<file path="src/logic/system_watchdog_consts.svh">
/*
  Constants for the board watchdog: bus addresses, field positions,
  reset values and timing counts.
  Assumes a 10 MHz system clock.
*/
`ifndef SYSTEM_WATCHDOG_CONSTS_SVH
`define SYSTEM_WATCHDOG_CONSTS_SVH

// ****************************************
// bus addresses and values
// ****************************************
`define SYSWD_CTRL_ADDR 32'h23800000
`define SYSWD_FEED_ADDR 32'h23C00000
`define SYSWD_FEED_VALUE 8'h05
`define SYSWD_CODE_LSB 0
`define SYSWD_CODE_MSB 2
`define SYSWD_CODE_RESET 3'h0

// ****************************************
// timing
// ****************************************
`define SYSWD_CLK_HZ 10000000
`define SYSWD_BASE_MS 250
`define SYSWD_WINDOW_US 30
// longest time: rounds down
`define SYSWD_WINDOW_CYCLES ((`SYSWD_WINDOW_US * `SYSWD_CLK_HZ) / 1000000)
`define SYSWD_TICK_CYCLES (`SYSWD_BASE_MS * (`SYSWD_CLK_HZ / 1000))
`define SYSWD_RST_PULSE 16

`endif

</file>
<file path="src/logic/system_watchdog_pkg.sv">
/*
  Types and the timeout decode for the board watchdog.
  Assumes nothing beyond a SystemVerilog compiler.
*/
package system_watchdog_pkg;

  typedef logic [2:0] tcode_t;
  typedef logic [5:0] tick_count_t;
  typedef enum logic [1:0] {ST_IDLE, ST_RUN, ST_FIRE} wd_state_t;

  // timeout in 250 ms ticks; zero means no timeout
  function automatic tick_count_t tick_limit(input tcode_t code);
    case (code)
      3'h1: tick_limit = 6'h01;
      3'h2: tick_limit = 6'h02;
      3'h3: tick_limit = 6'h04;
      3'h5: tick_limit = 6'h08;
      3'h6: tick_limit = 6'h10;
      3'h7: tick_limit = 6'h20;
      default: tick_limit = 6'h00;
    endcase
  endfunction

endpackage

</file>
<file path="src/logic/watchdog_prescaler.sv">
/*
  Prescaler: one-cycle tick every TICK_CYCLES clocks, restarted by clear.
  Assumes clear comes from logic on the same clock.
*/
`timescale 1ns/1ps
`include "system_watchdog_consts.svh"

module watchdog_prescaler #(
  parameter int TICK_CYCLES = `SYSWD_TICK_CYCLES
) (
  input wire logic i_clk_sys,
  input wire logic i_reset_n,
  input wire logic i_clear,
  output logic o_tick
);
  localparam int CW = $clog2(TICK_CYCLES + 1);
  localparam logic [CW-1:0] LAST = CW'(TICK_CYCLES - 1);

  logic [CW-1:0] cnt_r;
  logic tick_r;

  // ****************************************
  // divider
  // ****************************************
  // clock derived ticks
  always_ff @(posedge i_clk_sys or negedge i_reset_n) begin
    if (!i_reset_n) begin
      cnt_r <= '0;
      tick_r <= 1'b0;
    end else if (i_clear) begin
      cnt_r <= '0;
      tick_r <= 1'b0;
    end else begin
      tick_r <= (cnt_r == LAST);
      cnt_r <= (cnt_r == LAST) ? '0 : cnt_r + CW'(1);
    end
  end

  assign o_tick = tick_r;
endmodule // watchdog_prescaler

</file>
<file path="src/logic/system_watchdog.sv">
/*
  Board watchdog: control and feed registers on the processor bus,
  timeout counter, and a system reset pulse on timeout.
  Assumes bus strobes come from logic on i_clk_sys, one access per strobe.
*/
`timescale 1ns/1ps
`include "system_watchdog_consts.svh"

module system_watchdog
  import system_watchdog_pkg::*;
#(
  parameter int TICK_CYCLES = `SYSWD_TICK_CYCLES,
  parameter int WINDOW_CYCLES = `SYSWD_WINDOW_CYCLES,
  parameter int PULSE_CYCLES = `SYSWD_RST_PULSE
) (
  input wire logic i_clk_sys,
  input wire logic i_reset_n,
  input wire logic [31:0] i_bus_addr,
  input wire logic i_bus_wr,
  input wire logic i_bus_rd,
  input wire logic [7:0] i_bus_wdata,
  output logic [7:0] o_bus_rdata,
  output logic o_sys_reset,
  output logic o_wd_enabled
);

  logic ctrl_hit;
  logic feed_hit;
  logic feed_ok;
  logic ctrl_wr;
  logic ctrl_ok;
  logic win_open;
  logic enabled;
  logic tick;
  logic timeout;
  logic pre_clear;
  tick_count_t limit;
  tcode_t code_r;
  tick_count_t tick_cnt_r;
  logic [15:0] win_cnt_r;
  logic [7:0] pulse_cnt_r;
  wd_state_t state_r;
  wd_state_t state_nxt;
  logic [7:0] rdata_r;
  logic sys_reset_r;
  logic enabled_r;

  // ****************************************
  // bus decode
  // ****************************************
  assign ctrl_hit = (i_bus_addr == `SYSWD_CTRL_ADDR);
  assign feed_hit = (i_bus_addr == `SYSWD_FEED_ADDR);
  assign feed_ok = i_bus_wr && feed_hit && (i_bus_wdata == `SYSWD_FEED_VALUE);
  assign ctrl_wr = i_bus_wr && ctrl_hit;
  assign win_open = (win_cnt_r != 16'h0000);
  assign ctrl_ok = ctrl_wr && win_open;
  assign limit = tick_limit(code_r);
  assign enabled = (limit != 6'h00);

  // ****************************************
  // load window
  // ****************************************
  // window opened by a feed
  always_ff @(posedge i_clk_sys or negedge i_reset_n) begin
    if (!i_reset_n) begin
      win_cnt_r <= 16'h0000;
    end else if (feed_ok) begin
      win_cnt_r <= 16'(WINDOW_CYCLES);
    end else if (ctrl_ok) begin
      // one load per feed keeps a runaway loop from reprogramming
      win_cnt_r <= 16'h0000;
    end else if (win_open) begin
      win_cnt_r <= win_cnt_r - 16'h0001;
    end
  end

  // ****************************************
  // control register
  // ****************************************
  // reset to disabled code
  always_ff @(posedge i_clk_sys or negedge i_reset_n) begin
    if (!i_reset_n) begin
      code_r <= `SYSWD_CODE_RESET;
    end else if (ctrl_ok) begin
      code_r <= i_bus_wdata[`SYSWD_CODE_MSB:`SYSWD_CODE_LSB];
    end
  end

  // ****************************************
  // timeout counter
  // ****************************************
  assign pre_clear = feed_ok || ctrl_ok || (state_r != ST_RUN);

  watchdog_prescaler #(
    .TICK_CYCLES(TICK_CYCLES)
  ) u_prescaler (
    .i_clk_sys(i_clk_sys),
    .i_reset_n(i_reset_n),
    .i_clear(pre_clear),
    .o_tick(tick)
  );

  always_ff @(posedge i_clk_sys or negedge i_reset_n) begin
    if (!i_reset_n) begin
      tick_cnt_r <= 6'h00;
    end else if (pre_clear) begin
      tick_cnt_r <= 6'h00;
    end else if (tick) begin
      tick_cnt_r <= tick_cnt_r + 6'h01;
    end
  end

  // a feed in the same cycle wins
  assign timeout = (state_r == ST_RUN) && tick && !feed_ok && !ctrl_ok &&
                   ((tick_cnt_r + 6'h01) == limit);

  // ****************************************
  // state machine
  // ****************************************
  always_comb begin
    state_nxt = state_r;
    case (state_r)
      ST_IDLE: begin
        if (enabled) begin
          state_nxt = ST_RUN;
        end
      end
      ST_RUN: begin
        if (!enabled) begin
          state_nxt = ST_IDLE;
        end else if (timeout) begin
          state_nxt = ST_FIRE;
        end
      end
      ST_FIRE: begin
        if (pulse_cnt_r == 8'(PULSE_CYCLES - 1)) begin
          state_nxt = ST_IDLE;
        end
      end
      default: state_nxt = ST_IDLE;
    endcase
  end

  always_ff @(posedge i_clk_sys or negedge i_reset_n) begin
    if (!i_reset_n) begin
      state_r <= ST_IDLE;
    end else begin
      state_r <= state_nxt;
    end
  end

  always_ff @(posedge i_clk_sys or negedge i_reset_n) begin
    if (!i_reset_n) begin
      pulse_cnt_r <= 8'h00;
    end else if (state_r == ST_FIRE) begin
      pulse_cnt_r <= pulse_cnt_r + 8'h01;
    end else begin
      pulse_cnt_r <= 8'h00;
    end
  end

  // ****************************************
  // outputs
  // ****************************************
  // reset pulse while firing
  always_ff @(posedge i_clk_sys or negedge i_reset_n) begin
    if (!i_reset_n) begin
      sys_reset_r <= 1'b0;
      enabled_r <= 1'b0;
    end else begin
      sys_reset_r <= (state_nxt == ST_FIRE);
      enabled_r <= enabled;
    end
  end

  // feed register is write only and reads as zero
  always_ff @(posedge i_clk_sys or negedge i_reset_n) begin
    if (!i_reset_n) begin
      rdata_r <= 8'h00;
    end else if (i_bus_rd && ctrl_hit) begin
      rdata_r <= {5'h00, code_r};
    end else begin
      rdata_r <= 8'h00;
    end
  end

  assign o_bus_rdata = rdata_r;
  assign o_sys_reset = sys_reset_r;
  assign o_wd_enabled = enabled_r;
endmodule // system_watchdog

</file>
<file path="config.mk">
export PLATFORM = sky130hd
export DESIGN_NAME = system_watchdog
export DESIGN_NICKNAME = d
export VERILOG_FILES = /design/src/logic/system_watchdog_pkg.sv /design/src/logic/watchdog_prescaler.sv /design/src/logic/system_watchdog.sv
export VERILOG_INCLUDE_DIRS = /design/src /design/src/logic
export SDC_FILE = /design/constraint.sdc
export NUM_CORES = 1
export LEC_CHECK = 0
export ABC_AREA = 1
export BUFFER_PORTS_ARGS = -buffer_cell sky130_fd_sc_hd__buf_2
export CAP_MARGIN = 20
export CELL_PAD_IN_SITES_DETAIL_PLACEMENT = 0
export CELL_PAD_IN_SITES_GLOBAL_PLACEMENT = 1
export CORE_MARGIN = 1.5
export CORE_UTILIZATION = 38
export CTS_CLUSTER_DIAMETER = 200
export DETAILED_ROUTE_END_ITERATION = 12
export MAX_ROUTING_LAYER = met4
export PLACE_DENSITY_LB_ADDON = 0.15
export SETUP_SLACK_MARGIN = 0.02
export SLEW_MARGIN = 30
export SYNTH_ARGS = -nofsm -noshare
export SYNTH_HDL_FRONTEND = slang
export SYNTH_SLANG_ARGS = --single-unit
</file>
<file path="constraint.sdc">
create_clock -name i_clk_sys -period 1.5 [get_ports i_clk_sys]
set_input_delay 0.225 -clock i_clk_sys [delete_from_list [all_inputs] [get_ports i_clk_sys]]
set_output_delay 0.225 -clock i_clk_sys [all_outputs]
set_load 0.03 [all_outputs]
</file>
==> summary.txt <==
CTS
  – Clock tree from TritonCTS: done
  – Maximum number of buffers from clock root to sink: 2
  – CTS sink cnt: 63
  – CTS HTree Levels: 3
  – Clock-pin transition on the worst setup and hold timing paths: 0.08 ns
  – Cell chosen for the clock root: sky130_fd_sc_hd__clkbuf_8
  – Number of buffers created by CTS: 9
  – Insertion delay to the later sink of the worst-skew pair: around 0.35 ns

Synthesis
  – Proportion of register bits with asynchronous set or reset after synthesis: 1.000
  – Library cell with the highest instance count after synthesis: sky130_fd_sc_hd__nand2_1
  – Top_reg_cell synth: sky130_fd_sc_hd__dfrtp_1
  – Number of distinct standard cells referenced by the synthesized netlist: 35
  – Synthesized-area fraction occupied by ao, oa, aoi and oai cells: 0.04476
  – Arithmetic-cell share of the synthesized area counting full adders, half adders and majority gates: 0.01279
  – Sequential cell area fraction in the yosys report: 0.4028
  – Most area-consuming cells after synthesis: sky130_fd_sc_hd__dfrtp_1 40%, sky130_fd_sc_hd__nand2_1 10%, sky130_fd_sc_hd__nor2_1 8.6%
  – Synthesized area: 3914 µm²
  – Dominant combinational cell family by area after synthesis: simple AND/OR/NAND/NOR gates
  – Area fraction of the dominant cell type after synthesis: 0.4028
  – List of most frequent post-synthesis cells: 106 x sky130_fd_sc_hd__nand2_1, 90 x sky130_fd_sc_hd__nor2_1, 86 x sky130_fd_sc_hd__inv_1
  – Number of storage elements in the synthesis netlist: 63
  – Mean post-synth cell area: 7.315 µm²
  – Cell taking the most area after synthesis: sky130_fd_sc_hd__dfrtp_1
  – Simple logic cell fraction of the synthesized area: 0.3804
  – Post-synth EDFFs: 0
  – Number of standard cells after synthesis: 535
  – Yosys Warn Count: 0
  – Post-synthesis xor/xnor area fraction: 0.05147
  – Mux cell area share after synthesis: 0

GRT
  – Sum of overflow across all layers after global routing: 0
  – Gr busiest metal: met2
  – GR Layer Usage met2: 0.3289
  – Largest net degree at the start of global routing: 34
  – GR Util All Layers: 0.2051
  – Initial antenna violation count: 0
  – Met3 Resource Use GR: 0.04449
  – First-pass GRT wire length: 17.51 mm
  – Grt met1 use: 0.2638
  – Number of global-route vias before repair: 3773

Floorplanning
  – Height of the die: around 100 µm
  – Rows: 36
  – Die outline width: approximately 100 µm
  – Number of ports placed on the die boundary: 54
  – Area of the core: 9864 µm²
  – Initial Util: 0.3968
  – Die area: 10920 µm²

Routing
  – DRT antenna net count: 0
  – DRC errors left: 0
  – Drt pass-1 iters: 4
  – Number of vias per cell after detailed routing: around 4.7
  – Average wire per standard cell: 12.59 µm
  – Routed Wire Length: 10.46 mm
  – Iteration-0 DRC count of the detailed router: 154
  – Overall via count from detail_route: 3895

Placed design
  – IO Port Bufs: 48
  – Final HPWL from detailed placement: 7.670 mm
  – Placed cell areas: 4981 µm²
  – GP Congestion: about 0.83

Timing
  – Final Hold Viols: 0
  – Minimum clock period after layout: about 1.6 ns
  – Worst Setup Slack, final: -0.06957 ns
  – Setup repair after global routing missed its margin: true
  – Final-layout worst hold slack: 0.1231 ns
  – Post-route clock skew: 0.01375 ns
  – Slew Viols, Final: 0
  – Tcrit/Tclk final: 1.046
  – Count of endpoints failing setup in the final report: 29
  – Maximum clock frequency: 637.1 MHz

Hold path
  – Hold/Removal Path Class: input pin to register
  – Hold path start: i_bus_wdata[2]

Cells and area
  – Area added between synthesis and finish: 44.41%
  – Area occupied by multi-input gates: between 2000 and 2500 µm²
  – FILL cells: ~900
  – Final std cell area, no fill: 5652 µm²
  – Final nets: 741
  – Register cell area after layout: about 1600 µm²
  – Inserted Diodes: 0
  – Share of final-layout standard cells stronger than drive strength 1: 0.3725
  – Final design utilization: 0.5729

Power
  – Static leakage: between 2 and 3 nW
  – Pwr Total: roughly 0.0034 W
  – PD cells: between 600 and 700 nW/µm²
  – IR drop worst, VDD: between 0.4 and 0.5 mV

Setup path
  – Origin of the worst setup path: win_cnt_r[0]
  – Kind of critical path: register to register
  – CP arrival: ~1.9 ns
  – Reg-to-reg critical path startpoint: win_cnt_r[0]
  – CP endpoint kind: register
  – Crit Path Max Fanout: 6
  – Required time of the critical path: 1.78 ns
  – Critical Path Start Type: register

Status
  – Status: finished, violations left
  – Violations in the final reports: negative setup slack

Job
  – Max-Cap Viols: 0
report_power, final:
group / total (W) / switching [W] / internal, W
Combinational: 0.000153 / 0.0000885 / 0.0000641
Clock: 0.00157 / 0.000752 / 0.000818
Sequential: 0.00170 / 0.000000000000861 / 0.00170
Total: 0.00342 / 0.000840 / 0.00258
metal layers:
metal  wire length, µm  share of wire
met5                 0              0
met2              5015           0.48
met4               145          0.014
met1              4902           0.47
met3               396          0.038
layout by cell type (no fill, tap or decap), types with 4 or more instances in the layout:
| master | n |
|---|---|
| sky130_fd_sc_hd__o21ai_2 | 7 |
| sky130_fd_sc_hd__buf_6 | 10 |
| sky130_fd_sc_hd__nor2_1 | 67 |
| sky130_fd_sc_hd__nor3_1 | 13 |
| sky130_fd_sc_hd__buf_2 | 48 |
| sky130_fd_sc_hd__a21oi_1 | 8 |
| sky130_fd_sc_hd__conb_1 | 5 |
| sky130_fd_sc_hd__nor2_4 | 13 |
| sky130_fd_sc_hd__nand2_2 | 9 |
| sky130_fd_sc_hd__nand4_1 | 29 |
| sky130_fd_sc_hd__clkbuf_8 | 10 |
| sky130_fd_sc_hd__inv_2 | 5 |
| sky130_fd_sc_hd__buf_4 | 93 |
| sky130_fd_sc_hd__dfrtp_1 | 61 |
| sky130_fd_sc_hd__nand3_4 | 6 |
| sky130_fd_sc_hd__nor2_2 | 21 |
| sky130_fd_sc_hd__nand3_1 | 32 |
| sky130_fd_sc_hd__o21ai_0 | 11 |
| sky130_fd_sc_hd__nand3_2 | 4 |
| sky130_fd_sc_hd__xor2_1 | 18 |
| sky130_fd_sc_hd__nand2_1 | 98 |
| sky130_fd_sc_hd__inv_1 | 82 |
| sky130_fd_sc_hd__nor3_2 | 5 |
worst max-delay path: stages (launching register included):
cell,delay (ns)
sky130_fd_sc_hd__dfrtp_1,0.40
sky130_fd_sc_hd__inv_2,0.09
sky130_fd_sc_hd__ha_4,0.14
sky130_fd_sc_hd__nand2_4,0.08
sky130_fd_sc_hd__nor2_8,0.10
sky130_fd_sc_hd__nand3_4,0.09
sky130_fd_sc_hd__nand3_4,0.16
sky130_fd_sc_hd__nand3_4,0.17
sky130_fd_sc_hd__buf_6,0.18
sky130_fd_sc_hd__nor3_4,0.10
worst paths after layout:
| kind | endpoint | slack (ns) | cells after the start |
|---|---|---|---|
| setup / recovery | u_prescaler.cnt_r[15] | -0.07 | 9 |
| hold / removal | code_r[2] | 0.12 | 3 |
| setup reg to reg | u_prescaler.cnt_r[15] | -0.07 | 9 |
| hold reg to reg | pulse_cnt_r[2] | 0.49 | 1 |
| max in group asynchronous | tick_cnt_r[2] | 0.63 | 3 |
| min in group asynchronous | u_prescaler.cnt_r[12] | 0.33 | 2 |
registers in the layout, indices dropped and copies added, names as in the netlist:
name                flops
u_prescaler.cnt_r      22
win_cnt_r              16
pulse_cnt_r             8
tick_cnt_r              6
code_r                  3
o_bus_rdata             3
state_r                 2
o_sys_reset             1
o_wd_enabled            1
u_prescaler.o_tick      1
per-stage QoR:
stage               instances  setup TNS [ns]  setup slack (ns)
global placement          799          -2.299           -0.1035
detailed placement        799          -3.108           -0.1298
CTS                       823          -1.270          -0.07557
floorplan                 539               0           0.02641
global route              831          -5.647           -0.1892
finish                    831          -1.005          -0.06957
layout make-up:
type                       count  area share
timing repair buffer         154      0.1948
multi-input combinational    377      0.4007
sequential                    63      0.2794
clock inverter                 6     0.01240
clock buffer                  10     0.02435
tap                          133     0.02944
inverter                      88     0.05889
cells by family after synthesis:
family	Yosys count
XOR/XNOR	23
other	1
AO/OA/AOI/OAI	32
adder cells (fa/ha/maj)	4
buffers and inverters	100
flip-flops	63
AND/OR/NAND/NOR	312
repair_timing:
item,CTS,global route
buffers inserted,6,8
endpoints found under the hold margin,13,0
hold buffers,1,0
cloned,1,0
resized for setup,33,61
setup endpoints to repair,44,50
pin swaps,13,15
Power figures use the tool's default switching activity.
